## src/core/hspb_pkg.sv

```systemverilog
// Shared constants and carrier types for the home search and biasing block.
package hspb_pkg;
  localparam int CLK_FREQ_MHZ = 125;
  localparam int TICK_TIME_US = 2000;
  localparam int TICK_CYCLES_DFLT = TICK_TIME_US * CLK_FREQ_MHZ;
  localparam int DELAY_UNIT_US = 10000;
  localparam int DELAY_TICKS_PER_UNIT = DELAY_UNIT_US / TICK_TIME_US;
  localparam int STOP_LOG2 = 12;
  localparam logic [11:0] STOP_MAX = 12'hfff;
  localparam logic [17:0] PPR_MIN = 18'h00080;
  localparam logic [17:0] SPEED_MAX = 18'h02ee0;
  localparam logic [17:0] RANGE_MAX = 18'h02710;
  localparam logic [17:0] GAIN_MAX = 18'h02710;
  localparam logic [6:0] FN_POK = 7'h17;
  localparam logic [6:0] FN_ORT = 7'h2d;
  localparam logic [6:0] FN_ADD = 7'h32;
  localparam logic [1:0] DIR_FWD = 2'h0;
  localparam logic [1:0] DIR_REV = 2'h1;
  localparam int NUM_IN = 8;
  localparam int NUM_OUT = 5;

  typedef enum logic [2:0] {
    HS_IDLE,
    HS_ACCEL,
    HS_WAITZ,
    HS_POSITION,
    HS_LOCK
  } hspb_mode_t;

  // Settings as the operator enters them, in their printed units.
  typedef struct packed {
    logic [15:0] encoderPulsesPerRev;
    logic [11:0] homeStopPosition;
    logic [15:0] homeSearchSpeed;
    logic [1:0] homeSearchDirection;
    logic [13:0] homeCompletionRange;
    logic [9:0] homeCompletionDelay;
    logic [15:0] positionLoopGain;
    logic signed [15:0] positionBiasQuantity;
    logic [15:0] additionalFrequencyAmount;
    logic additionalFrequencySign;
    logic [15:0] accelStep;
    logic [6:0] alarmRelayFunctionSelect;
  } hspb_cfg_t;

  // Encoder events, already decoded to one-cycle pulses and levels.
  typedef struct packed {
    logic countStep;
    logic encoderRefPulsePos;
    logic encoderRefPulseNeg;
  } hspb_enc_t;
endpackage

```

## src/core/hspb_home_search.sv

```systemverilog
// Position and speed biasing with orientation home search sequencing.
`timescale 1ns/100ps
module hspb_home_search #(
  parameter int TICK_CYCLES = hspb_pkg::TICK_CYCLES_DFLT
) (
  input wire logic mclk,
  input wire logic rst,
  input wire hspb_pkg::hspb_cfg_t cfg,
  input wire hspb_pkg::hspb_enc_t enc,
  input wire logic runCmd,
  input wire logic pulseTrainMode,
  input wire logic signed [15:0] speedCmd,
  input wire logic signed [15:0] positionCmdDelta,
  input wire logic [hspb_pkg::NUM_IN-1:0] inputTerminalLevel,
  input wire logic [hspb_pkg::NUM_IN*7-1:0] inputTerminalFunctionSelect,
  input wire logic [hspb_pkg::NUM_OUT*7-1:0] outputTerminalFunctionSelect,
  output logic signed [15:0] frequencyCmd,
  output logic signed [17:0] positionDelta,
  output logic tickPulse,
  output logic positionControl,
  output logic servoLock,
  output logic positioningEndOutput,
  output logic [hspb_pkg::NUM_OUT-1:0] outputTerminal,
  output logic alarmRelay
);
  import hspb_pkg::*;

  typedef struct packed {
    hspb_mode_t mode;
    logic [17:0] tickCnt;
    logic tick;
    logic signed [15:0] freq;
    logic signed [17:0] posDelta;
    logic [17:0] remaining;
    logic [12:0] delayCnt;
    logic positioning_end_output;
    logic zPrev;
    logic ortPrev;
    logic [NUM_OUT-1:0] outTerm;
    logic relay;
  } hspb_state_t;

  hspb_state_t s_q;
  hspb_state_t s_d;

  logic [15:0] pprEff;
  logic [15:0] stopPulses;
  logic [17:0] speedEff;
  logic [17:0] rangeEff;
  logic [17:0] gainEff;
  logic orientationInput;
  logic addActive;
  logic zLevel;
  logic zRise;
  logic reverseDir;
  logic signed [15:0] normalTarget;
  logic signed [15:0] searchTarget;
  logic signed [15:0] rampTarget;
  logic [35:0] gainProduct;
  logic [35:0] gainFreq;
  logic [17:0] posFreq;
  logic [17:0] target;
  logic [12:0] delayTicks;

  initial begin
    if (TICK_CYCLES < 2 || TICK_CYCLES > 262143) begin
      $error("hspb_home_search: TICK_CYCLES out of range");
    end
  end

  function automatic logic [17:0] clampMax(input logic [17:0] v, input logic [17:0] lim);
    clampMax = (v > lim) ? lim : v;
  endfunction

  function automatic logic anyCode(input logic [NUM_IN-1:0] lvl,
                                   input logic [NUM_IN*7-1:0] sel,
                                   input logic [6:0] code);
    logic hit;
    hit = 1'b0;
    for (int i = 0; i < NUM_IN; i++) begin
      if (lvl[i] && sel[i*7 +: 7] == code) begin
        hit = 1'b1;
      end
    end
    anyCode = hit;
  endfunction

  // Moves the frequency one step per tick toward its target.
  function automatic logic signed [15:0] rampTo(input logic signed [15:0] cur,
                                                input logic signed [15:0] tgt,
                                                input logic [15:0] step);
    logic signed [17:0] up;
    logic signed [17:0] dn;
    up = 18'(cur) + 18'(signed'({1'b0, step}));
    dn = 18'(cur) - 18'(signed'({1'b0, step}));
    if (cur < tgt) begin
      rampTo = (up > 18'(tgt)) ? tgt : up[15:0];
    end else if (cur > tgt) begin
      rampTo = (dn < 18'(tgt)) ? tgt : dn[15:0];
    end else begin
      rampTo = cur;
    end
  endfunction

  hspb_stop_scaler #(
    .PPR_W(16)
  ) u_scaler (
    .mclk(mclk),
    .rst(rst),
    .stopPoint(cfg.homeStopPosition),
    .ppr(pprEff),
    .stopPulses(stopPulses)
  );

  always_comb begin
    // Settings below the least resolution are raised to it.
    pprEff = ({2'h0, cfg.encoderPulsesPerRev} < PPR_MIN) ? PPR_MIN[15:0]
             : cfg.encoderPulsesPerRev;
    speedEff = clampMax({2'h0, cfg.homeSearchSpeed}, SPEED_MAX);
    rangeEff = clampMax({4'h0, cfg.homeCompletionRange}, RANGE_MAX);
    gainEff = clampMax({2'h0, cfg.positionLoopGain}, GAIN_MAX);
    orientationInput = anyCode(inputTerminalLevel, inputTerminalFunctionSelect, FN_ORT);
    addActive = anyCode(inputTerminalLevel, inputTerminalFunctionSelect, FN_ADD);
    zLevel = enc.encoderRefPulsePos && !enc.encoderRefPulseNeg;
    zRise = zLevel && !s_q.zPrev;
    reverseDir = (cfg.homeSearchDirection == DIR_REV);
    delayTicks = 13'(cfg.homeCompletionDelay * DELAY_TICKS_PER_UNIT);
  end

  always_comb begin
    normalTarget = speedCmd;
    if (pulseTrainMode && addActive) begin
      if (cfg.additionalFrequencySign) begin
        normalTarget = speedCmd - signed'(cfg.additionalFrequencyAmount);
      end else begin
        normalTarget = speedCmd + signed'(cfg.additionalFrequencyAmount);
      end
    end
    searchTarget = reverseDir ? -signed'(speedEff[15:0]) : signed'(speedEff[15:0]);
    // Position loop: frequency in 0.01 Hz is gain times error over resolution.
    gainProduct = gainEff * s_q.remaining;
    gainFreq = gainProduct / {20'h0, pprEff};
    posFreq = (gainFreq > {18'h0, speedEff}) ? speedEff : gainFreq[17:0];
    // Forward stops one turn past the stop point, reverse two turns.
    target = reverseDir ? 18'({pprEff, 1'b0}) + 18'(stopPulses)
             : 18'(pprEff) + 18'(stopPulses);
    rampTarget = (s_q.mode == HS_IDLE) ? normalTarget : searchTarget;
  end

  always_comb begin
    s_d = s_q;
    s_d.tick = 1'b0;
    s_d.zPrev = zLevel;
    s_d.ortPrev = orientationInput;
    if (s_q.tickCnt == 18'(TICK_CYCLES - 1)) begin
      s_d.tickCnt = '0;
      s_d.tick = 1'b1;
    end else begin
      s_d.tickCnt = s_q.tickCnt + 18'h1;
    end

    if (s_q.tick) begin
      if (pulseTrainMode) begin
        s_d.posDelta = 18'(positionCmdDelta) + 18'(cfg.positionBiasQuantity);
      end else begin
        s_d.posDelta = 18'(positionCmdDelta);
      end
    end

    if (s_q.mode == HS_POSITION && enc.countStep && s_q.remaining != '0) begin
      s_d.remaining = s_q.remaining - 18'h1;
    end

    case (s_q.mode)
      HS_IDLE: begin
        if (s_q.tick) begin
          s_d.freq = runCmd ? rampTo(s_q.freq, rampTarget, cfg.accelStep) : '0;
        end
        if (runCmd && orientationInput) begin
          s_d.mode = HS_ACCEL;
        end
      end
      HS_ACCEL: begin
        if (s_q.tick) begin
          s_d.freq = rampTo(s_q.freq, rampTarget, cfg.accelStep);
        end
        if (!runCmd || !orientationInput) begin
          s_d.mode = HS_IDLE;
        end else if (s_q.freq == searchTarget) begin
          s_d.mode = HS_WAITZ;
        end
      end
      HS_WAITZ: begin
        if (!runCmd || !orientationInput) begin
          s_d.mode = HS_IDLE;
        end else if (zRise) begin
          s_d.mode = HS_POSITION;
          s_d.remaining = target;
          s_d.delayCnt = '0;
        end
      end
      HS_POSITION: begin
        if (s_q.tick) begin
          s_d.freq = reverseDir ? -signed'(posFreq[15:0]) : signed'(posFreq[15:0]);
          if (s_q.remaining <= rangeEff) begin
            if (s_q.delayCnt >= delayTicks) begin
              s_d.positioning_end_output = 1'b1;
              s_d.mode = HS_LOCK;
              s_d.freq = '0;
            end else begin
              s_d.delayCnt = s_q.delayCnt + 13'h1;
            end
          end else begin
            s_d.delayCnt = '0;
          end
        end
        if (!runCmd) begin
          s_d.mode = HS_IDLE;
          s_d.freq = '0;
        end
      end
      HS_LOCK: begin
        s_d.freq = '0;
        if (!runCmd) begin
          s_d.mode = HS_IDLE;
        end
      end
      default: begin
        s_d.mode = HS_IDLE;
      end
    endcase

    if (!orientationInput) begin
      s_d.positioning_end_output = 1'b0;
    end

    for (int i = 0; i < NUM_OUT; i++) begin
      s_d.outTerm[i] = s_d.positioning_end_output && (outputTerminalFunctionSelect[i*7 +: 7] == FN_POK);
    end
    s_d.relay = s_d.positioning_end_output && (cfg.alarmRelayFunctionSelect == FN_POK);
  end

  always_ff @(posedge mclk or posedge rst) begin
    if (rst) begin
      s_q <= '{mode: HS_IDLE, default: '0};
    end else begin
      s_q <= s_d;
    end
  end

  always_comb begin
    frequencyCmd = s_q.freq;
    positionDelta = s_q.posDelta;
    tickPulse = s_q.tick;
    positionControl = (s_q.mode == HS_POSITION) || (s_q.mode == HS_LOCK);
    servoLock = (s_q.mode == HS_LOCK);
    positioningEndOutput = s_q.positioning_end_output;
    outputTerminal = s_q.outTerm;
    alarmRelay = s_q.relay;
  end
endmodule // hspb_home_search

```

## src/core/hspb_stop_scaler.sv

```systemverilog
// Registered scaling of a stop point into encoder pulses past the reference.
`timescale 1ns/100ps
module hspb_stop_scaler #(
  parameter int PPR_W = 16
) (
  input wire logic mclk,
  input wire logic rst,
  input wire logic [11:0] stopPoint,
  input wire logic [PPR_W-1:0] ppr,
  output logic [PPR_W-1:0] stopPulses
);
  import hspb_pkg::*;

  logic [PPR_W+11:0] product;

  initial begin
    if (PPR_W < 8 || PPR_W > 24) begin
      $error("hspb_stop_scaler: PPR_W out of range");
    end
  end

  // One revolution is 4096 stop points whatever the encoder resolution.
  always_comb begin
    product = stopPoint * ppr;
  end

  always_ff @(posedge mclk or posedge rst) begin
    if (rst) begin
      stopPulses <= '0;
    end else begin
      stopPulses <= product[PPR_W+11:STOP_LOG2];
    end
  end
endmodule // hspb_stop_scaler

```

## config.mk

```make
export PLATFORM = sky130hd
export DESIGN_NAME = hspb_home_search
export DESIGN_NICKNAME = d
export VERILOG_FILES = /design/src/core/hspb_pkg.sv /design/src/core/hspb_home_search.sv /design/src/core/hspb_stop_scaler.sv
export SDC_FILE = /design/constraint.sdc
export NUM_CORES = 2
export LEC_CHECK = 0
export BUFFER_PORTS_ARGS = -buffer_cell sky130_fd_sc_hd__buf_2
export CORE_ASPECT_RATIO = 1.75
export CORE_MARGIN = 5
export CORE_UTILIZATION = 40
export CTS_CLUSTER_SIZE = 24
export DETAILED_ROUTE_END_ITERATION = 10
export PLACE_DENSITY = 0.66
export SLEW_MARGIN = 20
export SYNTH_ARGS = -nofsm -noshare
export SYNTH_HDL_FRONTEND = slang
export SYNTH_HIERARCHICAL = 1
export SYNTH_SLANG_ARGS = --single-unit
```

## constraint.sdc

```tcl
create_clock -name mclk -period 148.9 [get_ports mclk]
set_input_delay 7.445 -clock mclk [delete_from_list [all_inputs] [get_ports mclk]]
set_output_delay 7.445 -clock mclk [all_outputs]
set_load 0.02 [all_outputs]
```

==> flow_summary.rst <==
.. list-table::
   :header-rows: 1

   * - Metric
     - Value
   * - Max stage delay on crit path
     - 0.91 ns
   * - Worst-skew pair later-pin latency
     - 0.44 ns
   * - Worst setup path endpoint
     - frequencyCmd[15]
   * - Post-layout min period
     - 132.13 ns
   * - Max-slew violation total from the final report
     - 0
   * - Maximum number of buffers from clock root to sink
     - 2
   * - Cell accounting for the most synthesized area
     - sky130_fd_sc_hd__ha_1
   * - Boundary Pins
     - 324
   * - CP Launch Type
     - input pin
   * - Most instantiated cells after synthesis
     - sky130_fd_sc_hd__ha_1 (809), sky130_fd_sc_hd__nand2_1 (764), sky130_fd_sc_hd__inv_1 (641)
   * - R2R setup slack
     - 24.96 ns
   * - Count of input and output buffers
     - 323
   * - Area fraction of the dominant cell type after synthesis
     - 17.8%
   * - Arrival time worst endpoint
     - 132.47 ns
   * - Count of warnings emitted by yosys
     - 6
   * - Ys async rst share
     - 100%
   * - Layout cell share with drive strength beyond 1
     - 11.3%
   * - Number of flops mapped to enable cells by yosys
     - 0
   * - DRT Wirelength
     - 208 mm
   * - Average detailed-routed wire length per instance
     - 22.2 um
   * - Status
     - finished clean
   * - Post-synthesis sequential element count
     - 110
   * - CTS buffer count
     - 9
   * - Synth cell types
     - 181
   * - Final Wtd Congestion
     - 1.02
   * - Cell area after technology mapping
     - 0.0567 sq mm
   * - Launching point of the worst reg2reg path
     - s_q[28]
   * - Critical Setup Path Class
     - in -> reg
   * - Number of remaining DRC errors
     - 0
   * - Capturing point of the worst reg2reg path
     - frequencyCmd[15]
   * - CP Capture Type
     - register
   * - Post-cts hold buffer count
     - 0
   * - Detail Placement HPWL
     - 171 mm
   * - Area of the core
     - 0.141 sq mm
   * - Clock tree from TritonCTS
     - done
   * - Relative area change from synthesis to final layout
     - 5.89%
   * - Number of global-route vias before repair
     - 57,926
   * - Vias per std cell
     - 6.02
   * - Adder-Cell Fraction of Synth Area
     - 30.9%
   * - Number of iterations in the first detailed-routing pass
     - 6
   * - Number of buffers inserted by post-CTS setup repair
     - 0
   * - Area fraction in and, or, nand and nor cells after synthesis
     - 24.0%
   * - Sum of negative setup slack
     - 0 ns
   * - Share of synthesized area spent on multiplexers
     - 3.00%
   * - Util after Layout
     - 42.7%
   * - Die H
     - 508 um
   * - Type of the tightest min-delay check
     - reg -> reg
   * - Wire length of the first global-routing pass
     - 319 mm
   * - Setup repair after global routing missed its margin
     - no
   * - Most common cell in the netlist
     - sky130_fd_sc_hd__ha_1
   * - Syn Area/Cell
     - 7.69 sq um
   * - Starting density of the core
     - 40.3%
   * - Final period utilization
     - 88.7%
   * - Highest clock rate
     - 0.00757 GHz
   * - Startpoint of the worst setup timing path
     - cfg[71]
   * - CTS sink count
     - 110
   * - DRC violation total after the first TritonRoute iteration
     - 3,145
   * - Cell type with the highest occurrence count on the critical path
     - sky130_fd_sc_hd__o21a_1
   * - Worst EP required
     - 149.24 ns
   * - Max capacitance violation total
     - 0
   * - Final hold violations
     - 0
   * - Largest fanout on the critical path
     - 70
   * - Synth top area cells
     - sky130_fd_sc_hd__ha_1 (18%), sky130_fd_sc_hd__fa_1 (13%), sky130_fd_sc_hd__nand2_1 (5.1%)
   * - Xor-xnor portion of the synthesized cell area
     - 6.74%
   * - Horiz. Die Dim
     - 295 um
   * - Main combinational cell family by area after synthesis
     - adder cells
   * - # fillers
     - 14,411
   * - Slowest stage cell on the critical path
     - sky130_fd_sc_hd__o311ai_0
   * - GR Util All Layers
     - 26.9%
   * - Gates resized, CTS repair
     - 0
   * - Worst-margin pin slew
     - 1.21 ns
   * - Most common flop cell mapped by yosys
     - sky130_fd_sc_hd__dfrtp_1
   * - Sequential-to-total area share from yosys stat
     - 4.85%
   * - Maximum clock skew at final layout
     - 0.0238 ns
   * - Nets@finish
     - 8,975
   * - Number of placement rows
     - 182
   * - Library cell used as clock root buffer
     - sky130_fd_sc_hd__clkbuf_16
   * - Die area
     - 0.150 sq mm
   * - CTS HTree Levels
     - 3
   * - CTS clk-pin slew, worst paths
     - 0.08 ns
   * - Synthesized instance count
     - 7,379
   * - Total via count in the routed design
     - 56,475
   * - Initial antenna violation count
     - 32
   * - Worst reg2reg path depth
     - 515
   * - Slew HR
     - 16.9%
   * - Maximum number of pins on one net before global-route repair
     - 71
   * - Total congestion overflow after global routing
     - 0
   * - Synthesized-area fraction occupied by ao, oa, aoi and oai cells
     - 23.3%
   * - Antenna violation net count after detailed routing
     - 0
   * - Setup-failing EPs final
     - 0
[worst min path at each step]
| stage | slack (ns) | end | from | depth (start not counted) |
|---|---|---|---|---|
| 2_1_floorplan | 0.45 | s_q[75] | s_q[75] | 1 |
| 3_3_place_gp | 0.49 | s_q[85] | s_q[85] | 1 |
| 3_5_place_dp | 0.50 | s_q[75] | s_q[75] | 1 |
| 4_1_cts | 0.52 | s_q[75] | s_q[75] | 1 |
| 5_1_grt | 0.54 | positionDelta[16] | positionDelta[16] | 1 |
| 6_report | 0.51 | s_q[75] | s_q[75] | 1 |
[metal layers]
layer  GRT usage (%)  part of all wire, %  vias up
met4            21.0                  9.6       20
met1            26.6                   34    27044
met2            49.4                   50     1979
met5               0                0.065        -
met3            4.28                  5.5      876
li1                -                    -    26556
[cells in the final DEF (no fill, tap or decap), types with 112 or more instances in the layout]
cell type / count
sky130_fd_sc_hd__a21oi_1: 439
sky130_fd_sc_hd__buf_2: 323
sky130_fd_sc_hd__o21ai_0: 300
sky130_fd_sc_hd__nor3_1: 293
sky130_fd_sc_hd__xnor2_1: 279
sky130_fd_sc_hd__nor2_1: 522
sky130_fd_sc_hd__nand2_1: 758
sky130_fd_sc_hd__a21o_1: 146
sky130_fd_sc_hd__o21a_1: 242
sky130_fd_sc_hd__and3_1: 112
sky130_fd_sc_hd__nand3_1: 143
sky130_fd_sc_hd__and2_1: 149
sky130_fd_sc_hd__fa_1: 368
sky130_fd_sc_hd__inv_1: 637
sky130_fd_sc_hd__o31ai_1: 145
sky130_fd_sc_hd__ha_1: 809
sky130_fd_sc_hd__xor2_1: 146
[layout make-up]
| type | count | area, sq um | area share [%] |
|---|---|---|---|
| inverter | 654 | 2460 | 4.10 |
| sequential | 110 | 2750 | 4.58 |
| multi-input combinational | 6360 | 50100 | 83.5 |
| clock buffer | 11 | 253 | 0.421 |
| tap | 1840 | 2300 | 3.83 |
| clock inverter | 5 | 40.0 | 0.0667 |
| timing repair buffer | 383 | 2070 | 3.44 |
| antenna | 22 | 55.1 | 0.0917 |
[kinds of logic after synthesis]
kind of cell | count (synthesis)
compound gates | 1902
xor+xnor | 431
fa+ha+maj | 1178
buf+inv | 947
flops | 110
mux | 156
other cells | 2
simple gates | 2653
[worst max-delay path, delay by kind of cell]
kind | cells | cell delay [ns]
simple gates | 124 | 31.61
mux | 2 | 0.70
fa+ha+maj | 37 | 12.81
compound gates | 323 | 71.98
buf+inv | 35 | 7.70
[flip-flops by register name (all words and copies together) (netlist names)]
signal	cells
positionDelta	17
tickPulse	1
alarmRelay	1
positioningEndOutput	1
outputTerminal	5
u_scaler/stopPulses	16
s_q	53
frequencyCmd	16
[metrics by stage]
stage,cell area [sq um],hold WS (ns),cells,setup slack [ns]
floorplan,56900,0.455,7417,32.40
global placement,59700,0.493,9347,21.55
CTS,60000,0.515,9363,18.16
global route,60000,0.544,9379,6.99
finish,60100,0.507,9385,16.77
detailed placement,59700,0.502,9347,18.10
Power is left out: the tool's default activity adds up to more than one toggle a clock period on the data nets, which glitch-free logic cannot reach.
